### src/pstr_pkg.sv
// constants and types for the program sequencer with return stack and table read
`default_nettype none
package pstr_pkg;
   localparam int PSTR_PC_W      = 14;               // 16K word space
   localparam int PSTR_WORD_W    = 16;
   localparam int PSTR_DATA_W    = 8;
   localparam int PSTR_STACK_LVL = 12;
   localparam int PSTR_SP_W      = 4;
   localparam int PSTR_TBH_W     = 8;                // implemented holder bits
   localparam logic [13:0] PSTR_RESET_VEC = 14'h0000;
   localparam logic [13:0] PSTR_INT_VEC   = 14'h0004;
   localparam logic [3:0]  PSTR_SP_RESET  = 4'h0;
   // register offsets on the plain port
   localparam logic [3:0] PSTR_REG_PC_LOW   = 4'h0;
   localparam logic [3:0] PSTR_REG_TBLP     = 4'h1;
   localparam logic [3:0] PSTR_REG_TBHP     = 4'h2;
   localparam logic [3:0] PSTR_REG_TAB_HOLD = 4'h3;
   localparam logic [3:0] PSTR_REG_STATUS   = 4'h4;
   localparam logic [3:0] PSTR_REG_BANK     = 4'h5;
   localparam logic [3:0] PSTR_REG_ACC      = 4'h6;
   localparam logic [3:0] PSTR_REG_INFO     = 4'h7;
   // status field positions
   localparam int PSTR_ST_C  = 0;
   localparam int PSTR_ST_AC = 1;
   localparam int PSTR_ST_Z  = 2;
   localparam int PSTR_ST_OV = 3;
   typedef enum logic [3:0] {
      PSTR_OP_NOP      = 4'h0,
      PSTR_OP_BRANCH   = 4'h1,
      PSTR_OP_CALL     = 4'h2,
      PSTR_OP_SUB_EXIT = 4'h3,
      PSTR_OP_INT_EXIT = 4'h4,
      PSTR_OP_SKIP     = 4'h5,
      PSTR_OP_TAB      = 4'h6,
      PSTR_OP_TABL     = 4'h7,
      PSTR_OP_LTAB     = 4'h8,
      PSTR_OP_LTABL    = 4'h9,
      PSTR_OP_ALU      = 4'hA
   } pstr_op_t;
   typedef enum logic [2:0] {
      PSTR_AL_ADD = 3'h0,
      PSTR_AL_SUB = 3'h1,
      PSTR_AL_AND = 3'h2,
      PSTR_AL_OR  = 3'h3,
      PSTR_AL_XOR = 3'h4,
      PSTR_AL_RL  = 3'h5,
      PSTR_AL_INC = 3'h6,
      PSTR_AL_DEC = 3'h7
   } pstr_alu_t;
   typedef enum logic [1:0] {
      PSTR_S_RUN   = 2'b00,
      PSTR_S_DUMMY = 2'b01,
      PSTR_S_TABLE = 2'b10
   } pstr_state_t;
endpackage : pstr_pkg
`default_nettype wire

### src/pstr_alu_if.sv
// interface carrying operands and results between sequencer and datapath
`default_nettype none
interface pstr_alu_if
   import pstr_pkg::*;
   ();
   pstr_alu_t        op;
   logic [7:0]       a;
   logic [7:0]       b;
   logic             cin;
   logic [7:0]       y;
   logic [3:0]       flags;
   modport seq (output op, output a, output b, output cin, input y, input flags);
   modport alu (input op, input a, input b, input cin, output y, output flags);
endinterface : pstr_alu_if
`default_nettype wire

### src/pstr_alu.sv
// eight bit datapath producing a result and status flags
`default_nettype none
module pstr_alu
   import pstr_pkg::*;
   (
   pstr_alu_if.alu   bus
);
   logic [8:0] sum_w;
   logic [4:0] half_w;
   logic [7:0] rhs_w;
   logic       carry_w;
   // eight bit adder shared by add, sub, inc, dec
   assign rhs_w   = (bus.op == PSTR_AL_SUB) ? ~bus.b :
                    (bus.op == PSTR_AL_INC) ? 8'h01 :
                    (bus.op == PSTR_AL_DEC) ? 8'hFF : bus.b;
   assign carry_w = (bus.op == PSTR_AL_SUB) ? 1'b1 : bus.cin & (bus.op == PSTR_AL_ADD);
   assign sum_w   = {1'b0, bus.a} + {1'b0, rhs_w} + {8'h00, carry_w};
   assign half_w  = {1'b0, bus.a[3:0]} + {1'b0, rhs_w[3:0]} + {4'h0, carry_w};
   // result select
   always_comb begin
      unique case (bus.op)
         PSTR_AL_AND: bus.y = bus.a & bus.b;
         PSTR_AL_OR:  bus.y = bus.a | bus.b;
         PSTR_AL_XOR: bus.y = bus.a ^ bus.b;
         PSTR_AL_RL:  bus.y = {bus.a[6:0], bus.a[7]};
         default:     bus.y = sum_w[7:0];
      endcase
   end
   // carry/borrow, half carry, zero, overflow
   assign bus.flags[PSTR_ST_C]  = (bus.op == PSTR_AL_RL) ? bus.a[7] : sum_w[8];
   assign bus.flags[PSTR_ST_AC] = half_w[4];
   assign bus.flags[PSTR_ST_Z]  = (bus.y == 8'h00);
   assign bus.flags[PSTR_ST_OV] = (bus.a[7] == rhs_w[7]) && (sum_w[7] != bus.a[7]);
endmodule : pstr_alu
`default_nettype wire

### src/pstr_stack.sv
// twelve level circular return address stack
`default_nettype none
module pstr_stack
   import pstr_pkg::*;
   #(
   parameter int LEVELS = PSTR_STACK_LVL
)(
   input  wire logic              clk,
   input  wire logic              nrst,
   input  wire logic              push,
   input  wire logic              pop,
   input  wire logic [13:0]       push_addr,
   output logic [13:0]            top_addr,
   output logic                   full
);
   logic [13:0]          mem_q [LEVELS];
   logic [PSTR_SP_W-1:0] wr_q;
   logic [PSTR_SP_W-1:0] cnt_q;
   logic [PSTR_SP_W-1:0] wr_inc;
   logic [PSTR_SP_W-1:0] wr_dec;
   // refuse depths the four bit pointer cannot serve
   if (LEVELS < 2 || LEVELS > 15) begin : g_bad_depth
      $error("stack depth out of range");
   end
   // wrap-around pointer arithmetic
   assign wr_inc   = (wr_q == PSTR_SP_W'(LEVELS - 1)) ? '0 : wr_q + 1'b1;
   assign wr_dec   = (wr_q == '0) ? PSTR_SP_W'(LEVELS - 1) : wr_q - 1'b1;
   assign top_addr = mem_q[wr_dec];
   assign full     = (cnt_q == PSTR_SP_W'(LEVELS));
   // pointer and level count, reset to top
   always_ff @(posedge clk or negedge nrst) begin
      if (!nrst) begin
         wr_q  <= PSTR_SP_RESET;
         cnt_q <= '0;
      end else if (push) begin
         wr_q  <= wr_inc;
         if (!full) cnt_q <= cnt_q + 1'b1;
      end else if (pop) begin
         wr_q  <= wr_dec;
         if (cnt_q != '0) cnt_q <= cnt_q - 1'b1;
      end
   end
   // storage, overwrites oldest on overflow
   always_ff @(posedge clk) begin
      if (push) mem_q[wr_q] <= push_addr;
   end
endmodule : pstr_stack
`default_nettype wire

### src/pstr_seq.sv
// program sequencer: counter, return stack, table read, register port
//
// Chosen here: the placing of the registers and the address-and-strobe port.
`default_nettype none
module pstr_seq
   import pstr_pkg::*;
   (
   input  wire logic              clk,
   input  wire logic              nrst,
   // instruction issue from decode
   input  wire logic              instr_valid,
   input  wire logic [3:0]        instr_op,
   input  wire logic [13:0]       instr_target,
   input  wire logic              skip_cond,
   input  wire logic [2:0]        alu_op,
   input  wire logic [7:0]        alu_operand,
   input  wire logic [7:0]        table_dest,
   input  wire logic              int_request,
   input  wire logic              int_enable,
   // program memory
   output logic [13:0]            pmem_addr,
   input  wire logic [15:0]       pmem_data,
   // register port
   input  wire logic [3:0]        reg_addr,
   input  wire logic [7:0]        reg_wdata,
   input  wire logic              reg_wr,
   input  wire logic              reg_rd,
   output logic [7:0]             reg_rdata,
   // execution status
   output logic                   fetch_valid,
   output logic [15:0]            fetch_word,
   output logic                   int_ack,
   output logic                   int_pending,
   output logic                   table_done,
   output logic [7:0]             table_dest_q,
   output logic [7:0]             table_low,
   output logic                   table_extended,
   output logic                   table_last_page
);
   parameter logic [7:0] PSTR_INFO_ID = 8'h5A;   // arbitrary identity value

   pstr_alu_if alu_bus ();
   pstr_state_t  state_q, state_d;
   logic [7:0]   pc_lo_q, pc_lo_d;
   logic [4:0]   pch_q, pch_d;
   logic         bank_q, bank_d;
   logic [7:0]   tblp_q;
   logic [7:0]   tbhp_q;
   logic [7:0]   thold_q;
   logic [3:0]   status_q;
   logic [7:0]   acc_q;
   logic         irq_q;
   logic         ack_q;
   logic         fv_q;
   logic [15:0]  fw_q;
   logic         tdone_q;
   logic [7:0]   tdest_q;
   logic [7:0]   tlow_q;
   logic         text_q;
   logic         tlast_q;
   logic [7:0]   rdata_q;
   logic [13:0]  addr_q;
   logic         ext_q, last_q;
   logic [13:0]  pc_w;
   logic [13:0]  pc_inc_w;
   logic [13:0]  ret_w;
   logic         full_w;
   logic         push_w, pop_w;
   logic         take_int_w;
   logic         go_w;
   logic         is_exit_w, is_call_w, is_br_w, is_skip_w, is_tab_w, is_alu_w;
   logic         lo_wr_w;
   logic [13:0]  tab_addr_w;
   logic [7:0]   rd_mux_w;

   // full program counter view
   assign pc_w     = {bank_q, pch_q, pc_lo_q};
   assign pc_inc_w = pc_w + 14'h0001;

   // instruction class decode
   assign go_w      = instr_valid && (state_q == PSTR_S_RUN);
   assign is_br_w   = go_w && (instr_op == PSTR_OP_BRANCH);
   assign is_call_w = go_w && (instr_op == PSTR_OP_CALL);
   assign is_exit_w = go_w && (instr_op == PSTR_OP_SUB_EXIT || instr_op == PSTR_OP_INT_EXIT);
   assign is_skip_w = go_w && (instr_op == PSTR_OP_SKIP) && skip_cond;
   assign is_tab_w  = go_w && (instr_op inside {PSTR_OP_TAB, PSTR_OP_TABL, PSTR_OP_LTAB, PSTR_OP_LTABL});
   assign is_alu_w  = go_w && (instr_op == PSTR_OP_ALU);
   assign lo_wr_w   = reg_wr && (reg_addr == PSTR_REG_PC_LOW);

   // interrupt acknowledge withheld while stack full or a call, exit or low byte jump wins
   assign take_int_w = irq_q && int_enable && !full_w && go_w
                       && !is_call_w && !is_exit_w && !lo_wr_w;

   // stack control
   assign push_w = is_call_w || take_int_w;
   assign pop_w  = is_exit_w;

   // table address: last page variants use the top page
   assign tab_addr_w = (instr_op == PSTR_OP_TABL || instr_op == PSTR_OP_LTABL) ?
                       {6'h3F, tblp_q} : {tbhp_q[5:0], tblp_q};

   pstr_stack #(
      .LEVELS    (PSTR_STACK_LVL)
   ) u_stack (
      .clk       (clk),
      .nrst      (nrst),
      .push      (push_w),
      .pop       (pop_w),
      .push_addr (pc_inc_w),
      .top_addr  (ret_w),
      .full      (full_w)
   );

   // datapath hookup
   assign alu_bus.op  = pstr_alu_t'(alu_op);
   assign alu_bus.a   = acc_q;
   assign alu_bus.b   = alu_operand;
   assign alu_bus.cin = status_q[PSTR_ST_C];

   pstr_alu u_alu (
      .bus (alu_bus)
   );

   // next program counter and sequencing state
   always_comb begin
      state_d = state_q;
      pc_lo_d = pc_lo_q;
      pch_d   = pch_q;
      bank_d  = bank_q;
      unique case (state_q)
         PSTR_S_RUN: begin
            if (lo_wr_w) begin
               pc_lo_d = reg_wdata;
               state_d = PSTR_S_DUMMY;
            end else if (take_int_w) begin
               {bank_d, pch_d, pc_lo_d} = PSTR_INT_VEC;
               state_d = PSTR_S_DUMMY;
            end else if (is_br_w || is_call_w) begin
               {bank_d, pch_d, pc_lo_d} = instr_target;
               state_d = PSTR_S_DUMMY;
            end else if (is_exit_w) begin
               {bank_d, pch_d, pc_lo_d} = ret_w;
               state_d = PSTR_S_DUMMY;
            end else if (is_skip_w) begin
               {bank_d, pch_d, pc_lo_d} = pc_w + 14'h0002;
               state_d = PSTR_S_DUMMY;
            end else if (is_tab_w) begin
               state_d = PSTR_S_TABLE;
            end else if (go_w) begin
               {bank_d, pch_d, pc_lo_d} = pc_inc_w;
            end
         end
         PSTR_S_DUMMY: begin
            state_d = PSTR_S_RUN;
         end
         PSTR_S_TABLE: begin
            {bank_d, pch_d, pc_lo_d} = pc_inc_w;
            state_d = PSTR_S_RUN;
         end
         default: state_d = PSTR_S_RUN;
      endcase
   end

   // sequencer registers, reset to vector zero
   always_ff @(posedge clk or negedge nrst) begin
      if (!nrst) begin
         state_q <= PSTR_S_RUN;
         pc_lo_q <= PSTR_RESET_VEC[7:0];
         pch_q   <= PSTR_RESET_VEC[12:8];
         bank_q  <= PSTR_RESET_VEC[13];
      end else begin
         state_q <= state_d;
         pc_lo_q <= pc_lo_d;
         pch_q   <= pch_d;
         bank_q  <= bank_d;
      end
   end

   // program memory address, dummy cycles fetch the new target
   always_ff @(posedge clk or negedge nrst) begin
      if (!nrst) begin
         addr_q <= PSTR_RESET_VEC;
         ext_q  <= 1'b0;
         last_q <= 1'b0;
      end else begin
         addr_q <= is_tab_w ? tab_addr_w : {bank_d, pch_d, pc_lo_d};
         ext_q  <= (instr_op == PSTR_OP_LTAB || instr_op == PSTR_OP_LTABL);
         last_q <= (instr_op == PSTR_OP_TABL || instr_op == PSTR_OP_LTABL);
      end
   end

   // fetched word presented downstream, squashed in dummy cycles
   always_ff @(posedge clk or negedge nrst) begin
      if (!nrst) begin
         fv_q <= 1'b0;
         fw_q <= 16'h0000;
      end else begin
         fv_q <= (state_d == PSTR_S_RUN) && (state_q == PSTR_S_RUN);
         fw_q <= pmem_data;
      end
   end

   // table completion: low byte out, high byte to holder
   always_ff @(posedge clk or negedge nrst) begin
      if (!nrst) begin
         tdone_q <= 1'b0;
         tlow_q  <= 8'h00;
         tdest_q <= 8'h00;
         text_q  <= 1'b0;
         tlast_q <= 1'b0;
      end else begin
         tdone_q <= (state_q == PSTR_S_TABLE);
         if (is_tab_w) tdest_q <= table_dest;
         if (state_q == PSTR_S_TABLE) begin
            tlow_q  <= pmem_data[7:0];
            text_q  <= ext_q;
            tlast_q <= last_q;
         end
      end
   end

   // software registers; hardware table load wins over a write
   always_ff @(posedge clk or negedge nrst) begin
      if (!nrst) begin
         tblp_q   <= 8'h00;
         tbhp_q   <= 8'h00;
         thold_q  <= 8'h00;
         status_q <= 4'h0;
         acc_q    <= 8'h00;
      end else begin
         if (reg_wr && reg_addr == PSTR_REG_TBLP) tblp_q <= reg_wdata;
         if (reg_wr && reg_addr == PSTR_REG_TBHP) tbhp_q <= reg_wdata;
         if (state_q == PSTR_S_TABLE)
            thold_q <= pmem_data[15:8] & 8'((1 << PSTR_TBH_W) - 1);
         else if (reg_wr && reg_addr == PSTR_REG_TAB_HOLD)
            thold_q <= reg_wdata;
         if (is_alu_w) begin
            acc_q    <= alu_bus.y;
            status_q <= alu_bus.flags;
         end else begin
            if (reg_wr && reg_addr == PSTR_REG_ACC) acc_q <= reg_wdata;
            if (reg_wr && reg_addr == PSTR_REG_STATUS) status_q <= reg_wdata[3:0];
         end
      end
   end

   // interrupt flag: set wins over the clear by acknowledge
   always_ff @(posedge clk or negedge nrst) begin
      if (!nrst) begin
         irq_q <= 1'b0;
         ack_q <= 1'b0;
      end else begin
         irq_q <= (int_request && int_enable) || (irq_q && !take_int_w);
         ack_q <= take_int_w;
      end
   end

   // read mux; stack is never visible here
   assign rd_mux_w = (reg_addr == PSTR_REG_PC_LOW)   ? pc_lo_q :
                     (reg_addr == PSTR_REG_TBLP)     ? tblp_q :
                     (reg_addr == PSTR_REG_TBHP)     ? tbhp_q :
                     (reg_addr == PSTR_REG_TAB_HOLD) ? thold_q :
                     (reg_addr == PSTR_REG_STATUS)   ? {4'h0, status_q} :
                     (reg_addr == PSTR_REG_BANK)     ? {2'b00, bank_q, pch_q} :
                     (reg_addr == PSTR_REG_ACC)      ? acc_q :
                     (reg_addr == PSTR_REG_INFO)     ? PSTR_INFO_ID : 8'h00;

   // read data stands one cycle after the strobe only
   always_ff @(posedge clk or negedge nrst) begin
      if (!nrst) rdata_q <= 8'h00;
      else       rdata_q <= reg_rd ? rd_mux_w : 8'h00;
   end

   assign pmem_addr       = addr_q;
   assign reg_rdata       = rdata_q;
   assign fetch_valid     = fv_q;
   assign fetch_word      = fw_q;
   assign int_ack         = ack_q;
   assign int_pending     = irq_q;
   assign table_done      = tdone_q;
   assign table_dest_q    = tdest_q;
   assign table_low       = tlow_q;
   assign table_extended  = text_q;
   assign table_last_page = tlast_q;
endmodule : pstr_seq
`default_nettype wire

### config.mk
export PLATFORM = sky130hd
export DESIGN_NAME = pstr_seq
export DESIGN_NICKNAME = d
export VERILOG_FILES = /design/src/pstr_pkg.sv /design/src/pstr_alu_if.sv /design/src/pstr_alu.sv /design/src/pstr_stack.sv /design/src/pstr_seq.sv
export SDC_FILE = /design/constraint.sdc
export NUM_CORES = 1
export LEC_CHECK = 0
export BUFFER_PORTS_ARGS = -buffer_cell sky130_fd_sc_hd__buf_4
export CAP_MARGIN = 40
export CORE_MARGIN = 2
export CORE_UTILIZATION = 54
export CTS_CLUSTER_SIZE = 24
export DETAILED_ROUTE_END_ITERATION = 12
export GPL_TIMING_DRIVEN = 0
export PLACE_DENSITY = 0.76
export SETUP_SLACK_MARGIN = 0.4
export SYNTH_ARGS = -nofsm -noshare
export SYNTH_HDL_FRONTEND = slang
export SYNTH_SLANG_ARGS = --single-unit
### constraint.sdc
create_clock -name clk -period 3.3 [get_ports clk]
set_input_delay 0 -clock clk [delete_from_list [all_inputs] [get_ports clk]]
set_output_delay 0 -clock clk [all_outputs]
set_load 0.02 [all_outputs]
* Yosys cells after proc, flatten, opt, wreduce, memory -nomap -nowiden
Memory sizes are Yosys's and may differ from the RTL's.
Index checks and enable logic that the tools add are counted.
** Storage, ports and cells
- Register bits :: 122
- Bits in writable memories :: 168
- Input bits :: 73
- Output and inout port bits :: 60
- Memories kept :: 1
** Cells by class
- Add/subtract/negate cells :: 10
- Equal/unequal tests :: 30
- Mux-type cells :: 64
- Bitwise logic cells :: 5
- Reduce and logical (&&, ||, !) cells :: 49
** Memory list
- u_stack.mem_q :: depth 12, bits a word 14, read ports 1, clocked after memory_dff 0, wr ports 1, RTL line pstr_stack.sv:16 : logic [13:0] mem_q [LEVELS];
** Operators by type and width (count)
- 8-bit 2-to-1 mux :: 22
- 4-bit 2-to-1 mux :: 10
- 5-bit 2-to-1 mux :: 7
- 4-bit by 3-bit equality test with 1-bit output, second input constant :: 8
- 8-bit case mux with 4 select lines :: 1
- 14-bit 2-to-1 mux :: 2
- 1-bit logical AND :: 24
- 4-bit equality test, second input constant :: 5
- 4-bit by 2-bit equality test with 1-bit output, second input constant :: 4
- 8-bit case mux with 2 select lines :: 1
- 14-bit by 1-bit adder with 14-bit output, second input constant :: 1
- 14-bit by 2-bit adder with 14-bit output, second input constant :: 1
- 2-bit 2-to-1 mux :: 7
- 3-bit equality test, second input constant :: 4
- 1-bit 2-to-1 mux :: 11
- 5-bit case mux with 2 select lines :: 1
- 2-bit nonzero test :: 5
- 8-bit by 8-bit adder with 9-bit output :: 1
- 9-bit by 1-bit adder with 9-bit output :: 1
- 4-bit by 1-bit adder with 4-bit output, second input constant :: 2
- 8-bit AND :: 1
- 4-bit by 1-bit equality test with 1-bit output, second input constant :: 2
- 4-bit logical NOT :: 2
- 8-bit logical NOT :: 1
- 21 further kinds :: 34

* Logic depth before layout (Yosys ltp)
- Depth in word-level cells :: 12
- Gate-level depth with buffers :: 15
- Mapped depth without buffers :: 14

* Modules after synthesis
Synthesis repeated with hierarchy kept, for this count alone.
** Unflattened totals
- Cells, all modules :: 1295
- Area, all modules :: 15055.7 um2
** By module, submodules not included
- pstr_stack :: times used 1, cells an instance 360, area an instance 7114.3 um2, sequential area each 5245.0 um2
- pstr_seq :: times used 1, cells an instance 763, area an instance 6717.7 um2, sequential area each 2852.7 um2
- pstr_alu :: times used 1, cells an instance 172, area an instance 1223.7 um2, sequential area each 0.0 um2

* Worst setup path after synthesis
OpenSTA, ideal clock, no wires.
- Path type :: register to register
- From :: register u_stack.wr_q[0]
- To :: register addr_q[0] (netlist: pmem_addr[0])
- Setup time :: 125 ps
- Arrival time :: 3294 ps
- Data required time :: 3175 ps
- Path slack :: -118 ps
- Stages on the path, launching flop included :: 14
- Buffers on the path :: 4
- Period minus slack after synthesis :: 3418 ps
- Path through :: dfrtp_1 -> clkbuf_1 -> buf_2 -> buf_2 -> inv_1 -> ha_1 -> or3b_1 -> buf_6 -> nand2_4 -> mux4_2 -> a311oi_1 -> o31ai_1 -> a211o_1 -> mux2_2
** Between the ends
- Word-level cells in the longest chain between the ends :: 9
** RTL lines
- start: declaration :: RTL line pstr_stack.sv:17 : logic [PSTR_SP_W-1:0] wr_q;
- start signal: assignment :: RTL line pstr_stack.sv:36 : wr_q <= wr_inc;
- start signal: assignment :: RTL line pstr_stack.sv:39 : wr_q <= wr_dec;
- 4-bit by 1-bit subtractor with 4-bit output or 4-bit logical NOT (tied branches) :: RTL line pstr_stack.sv:27 : assign wr_dec = (wr_q == '0) ? PSTR_SP_W'(LEVELS - 1) : wr_q - 1'b1;
- 4-bit 2-to-1 mux * :: RTL line pstr_stack.sv:27
- memory read 12 x 14 bit *
- 8-bit 2-to-1 mux * :: RTL line pstr_seq.sv:141 : end else if (is_exit_w) begin
- 8-bit 2-to-1 mux * :: RTL line pstr_seq.sv:138 : end else if (is_br_w || is_call_w) begin
- 8-bit 2-to-1 mux * :: RTL line pstr_seq.sv:135 : end else if (take_int_w) begin
- 8-bit 2-to-1 mux * :: RTL line pstr_seq.sv:132 : if (lo_wr_w) begin
- 8-bit case mux with 2 select lines * :: RTL line pstr_seq.sv:130 : unique case (state_q)
- named net pc_lo_d[0] :: RTL line pstr_seq.sv:44 : logic [7:0] pc_lo_q, pc_lo_d;
- 14-bit 2-to-1 mux * :: RTL line pstr_seq.sv:186 : addr_q <= is_tab_w ? tab_addr_w : {bank_d, pch_d, pc_lo_d};
- end signal: assignment :: RTL line pstr_seq.sv:186
- end: declaration :: RTL line pstr_seq.sv:62 : logic [13:0] addr_q;
The timed path passes the listed nets; every way through them passes the cells marked *.
A chain may end at the register's enable or synchronous reset.

* Final worst setup path
- From :: register u_stack.wr_q[0]
- To :: register addr_q[12] (netlist: pmem_addr[12])
** Between the ends
- Word-level cells in the longest chain between the ends :: 9
** RTL lines (RTL line)
- 4-bit by 1-bit subtractor with 4-bit output or 4-bit logical NOT (tied branches) :: pstr_stack.sv:27
- 4-bit 2-to-1 mux * :: pstr_stack.sv:27
- memory read 12 x 14 bit *
- 5-bit 2-to-1 mux * :: pstr_seq.sv:141
- 5-bit 2-to-1 mux * :: pstr_seq.sv:138
- 5-bit 2-to-1 mux * :: pstr_seq.sv:135
- 5-bit 2-to-1 mux * :: pstr_seq.sv:132
- 5-bit case mux with 2 select lines * :: pstr_seq.sv:130
- 14-bit 2-to-1 mux * :: pstr_seq.sv:186
Every way passes the cells marked *; elsewhere a longest branch is shown, timed or not.

==> metrics <==
hold depth 4; largest family of logic cells by synthesized area compound AO/OA/AOI/OAI gates; Combinational Power Share 0.475; Sw Ratio 0.389; utilization after layout 0.697; register area share after synthesis 0.552; DRT antenna net count 0; failing checks negative setup slack; share of the synthesized area in the top cell type 0.344; most numerous cell on the critical path buf_4; RSZ-0062 raised after global routing yes; complex-gate fraction of the synthesized area 0.145; max-cap viol count 0; Fill cells around 1800; endpoint type of the worst setup path flip-flop; CP required ~3.8 ns; Row Count 60; GR met1 Demand/Resource 0.426; Final Hold Vio Count 0; Die Y-Extent around 170 um; cells along the critical path clkbuf_8 > buf_8 > buf_12 > clkinv_8 > ha_4 > buf_4 > buf_4 > nand3b_1 > buf_4 > nand2_1 > buf_4 > a211oi_1 > a31oi_4 > a31oi_4 > a221oi_2 > o211ai_1; H-tree Lvls 1; reg-to-reg endpoint pmem_addr[12]; Sequential Power Share 0.319; CP max stage delay 0.54 ns; max frequency a little over 300 MHz; PwrDens between 800 and 900 nW/um2; Worst Hold Slack roughly 0.0086 ns; number of port buffers around 130; EDFF count, synth ~170; Yosys Warn Count 0; post-DP HPWL slightly above 30000 um; via count ~12000; largest cells by area after synthesis edfxtp_1, dfrtp_1, mux4_2; total track usage 0.315; total grt overflow 0; layout cells sized above 1 0.255; Tcrit/Tclk final 1.00; Post-Syn Area per Cell around 12 um2; flops & latches, synth 290; RR Startpoint u_stack.wr_q[0]; TritonCTS Sinks a little under 300; Arrival @ worst endpoint 3.80 ns; Post-Synth Adder-Cell Area 0.0305; largest net degree at the start of global routing a little under 90; initial antenna violation count 0; Die Wd around 170 um; hold path start reg_wr; Net Sw Power approximately 6300 uW; mux share of post-synthesis cell area 0.0884; Slowest cell on crit path a211oi_1; Routed WL between 40000 and 50000 um; GR Util met3 0.0512; Main synth FF type edfxtp_1; clock-pin transition on the worst setup and hold timing paths around 0.070 ns; status finished, violations left; detailed router's first-iteration violation count between 1000 and 1500; Post-route DRC 0; met2 usage in global routing 0.506; Mapped Area around 15000 um2; Root Buffer clkbuf_16; worst-path fanout max 10; area delta synth->final 27.3%; clk_skew roughly 0.044 ns; post-DR wirelength/cell between 20 and 25 um; Clk Latency, worst-skew pair around 0.59 ns; diode count 0; Post-Syn Nets roughly 1400; TritonRoute pass-1 iters 6; total CTS buffers 30; Nets ~1700; leakage roughly 0.0076 uW; R2R depth 16; Commonest cells post-synth edfxtp_1, nand2_1, dfrtp_1; Synth cell types approximately 90; cell accounting for the most synthesized area edfxtp_1; RD Place Congestion approximately 0.96; Final WS setup -0.0145 ns; Rel. slew slack 0.307; Cells after Synth 1273; DR vias/cell around 6.4; worst slack at placement -0.401 ns; CTS Buffer Depth 3; xor and xnor area share after synthesis 0.0167; CTS tree built; Worst Setup Start Kind flip-flop; Placeable Area around 27000 um2; worst vdd ir approximately 0.00074 V; slack of the worst reg-to-reg path -0.01 ns; Power Total about 16000 uW; fin crit period 3.31 ns; internal power a little under 10000 uW; Hold Path Class in2reg; Endpoint, Worst Hold acc_q[7]; Ports around 130; final setup fails 1; vias in the first global route 11600; Starting Density 0.547; ys async rst share 0.421; die area roughly 28000 um2; Slew Limit Fails 0; simple-gate area share of the yosys netlist 0.131; Slew @ Worst Pin slightly above 1 ns; setup TNS -0.0145 ns; wire length of the first global-routing pass 68400 um; Worst Setup Path Type reg2reg; share of power burned in the clock network 0.207; top-count cell post-synth edfxtp_1; busiest grt layer met2
## state kept, by name, indices dropped and copies added, names as in the netlist, 2 cells and up
| register | count |
|---|---|
| acc_q | 8 |
| u_stack.wr_q | 4 |
| pmem_addr | 14 |
| thold_q | 8 |
| reg_rdata | 8 |
| state_q | 2 |
| u_stack.cnt_q | 4 |
| pch_q | 5 |
| u_stack.mem_q | 168 |
| table_dest_q | 8 |
| pc_lo_q | 8 |
| table_low | 8 |
| tbhp_q | 8 |
| fetch_word | 16 |
| tblp_q | 8 |
| status_q | 4 |
## area by class of cell
class	count	area (um2)	area share
well taps	341	427	0.0229
inverters	45	181	0.00972
clock inverters	15	184	0.00985
multi-input cells	857	6430	0.345
clock buffers	37	797	0.0427
flip-flops and latches	290	8100	0.434
repair buffers	240	2110	0.113
plain buffers	81	443	0.0237
## layout by cell type, fill, tap and decap left out, drive strengths merged, types with 13 or more instances in the layout
cell	instances
ha	31
buf	217
clkbuf	89
edfxtp	168
nand2	151
nor3	23
nand3	17
o21ai	73
mux4	26
a31oi	21
a22oi	13
a211oi	15
dfrtp	122
and3	24
dlygate4sd3	52
nor2	81
xor2	16
a21oi	60
nor2b	17
mux2	34
or3	13
mux2i	32
inv	42
## worst max-delay path: cells and delay by family (launching register included)
family	cells	cell delay (ns)
AOI/OAI and AO/OA	5	1.29
buffers and inverters	8	1.08
DFF	1	0.36
and+or+nand+nor	2	0.30
adders and majority gates	1	0.16
## metal layers
layer | part of all wire | up-vias
li1 | - | 5300
met1 | 0.38 | 5926
met2 | 0.47 | 827
met3 | 0.098 | 158
met4 | 0.051 | 0
met5 | 0 | -
## per-stage QoR
| step | cell area [um2] | std cells |
|---|---|---|
| after detailed placement | 16400 | 1760 |
| final | 18700 | 1906 |
| after CTS | 18300 | 1889 |
| after global placement | 16100 | 1743 |
| after global routing | 18700 | 1906 |
| after floorplan | 14700 | 1273 |
## power by group through the flow
| stage | Sequential, uW | Combinational [uW] | Clock (uW) |
|---|---|---|---|
| after floorplan | 5360 | 3920 | 0 |
| after global placement | 5200 | 5980 | 0 |
| after detailed placement | 5220 | 6190 | 0 |
| after CTS | 5150 | 6890 | 3370 |
| after global routing | 5220 | 8100 | 3510 |
| final | 5170 | 7690 | 3350 |
## how the worst max path moves through the flow
stage,from,to,slack (ns),cells after the start
after floorplan,state_q[0],u_stack.mem_q[1][0],0.08,6
after global placement,u_stack.cnt_q[0],u_stack.mem_q[2][11],-1.49,6
after detailed placement,u_stack.wr_q[0],pmem_addr[3],-0.40,13
after CTS,u_stack.wr_q[0],pmem_addr[13],0.05,14
after global routing,u_stack.wr_q[0],pmem_addr[10],-0.06,15
final,u_stack.wr_q[0],pmem_addr[12],-0.01,16
## what timing repair did
action / CTS / global route
endpoints found under the setup margin: 30 / 55
resized for setup: 45 / 67
gates cloned: 1 / 1
pin swaps: 21 / 25
hold buffers: 53 / 0
endpoints found under the hold margin: 216 / 0
setup buffers: 23 / 12
## logic make-up after synthesis
group,Yosys count
buffers and inverters,126
XOR/XNOR,28
adder cells (fa/ha/maj),34
flip-flops,290
multiplexers,92
AND/OR/NAND/NOR,388
AO/OA/AOI/OAI,315
Note: power is estimated with default switching activity, not from simulation.
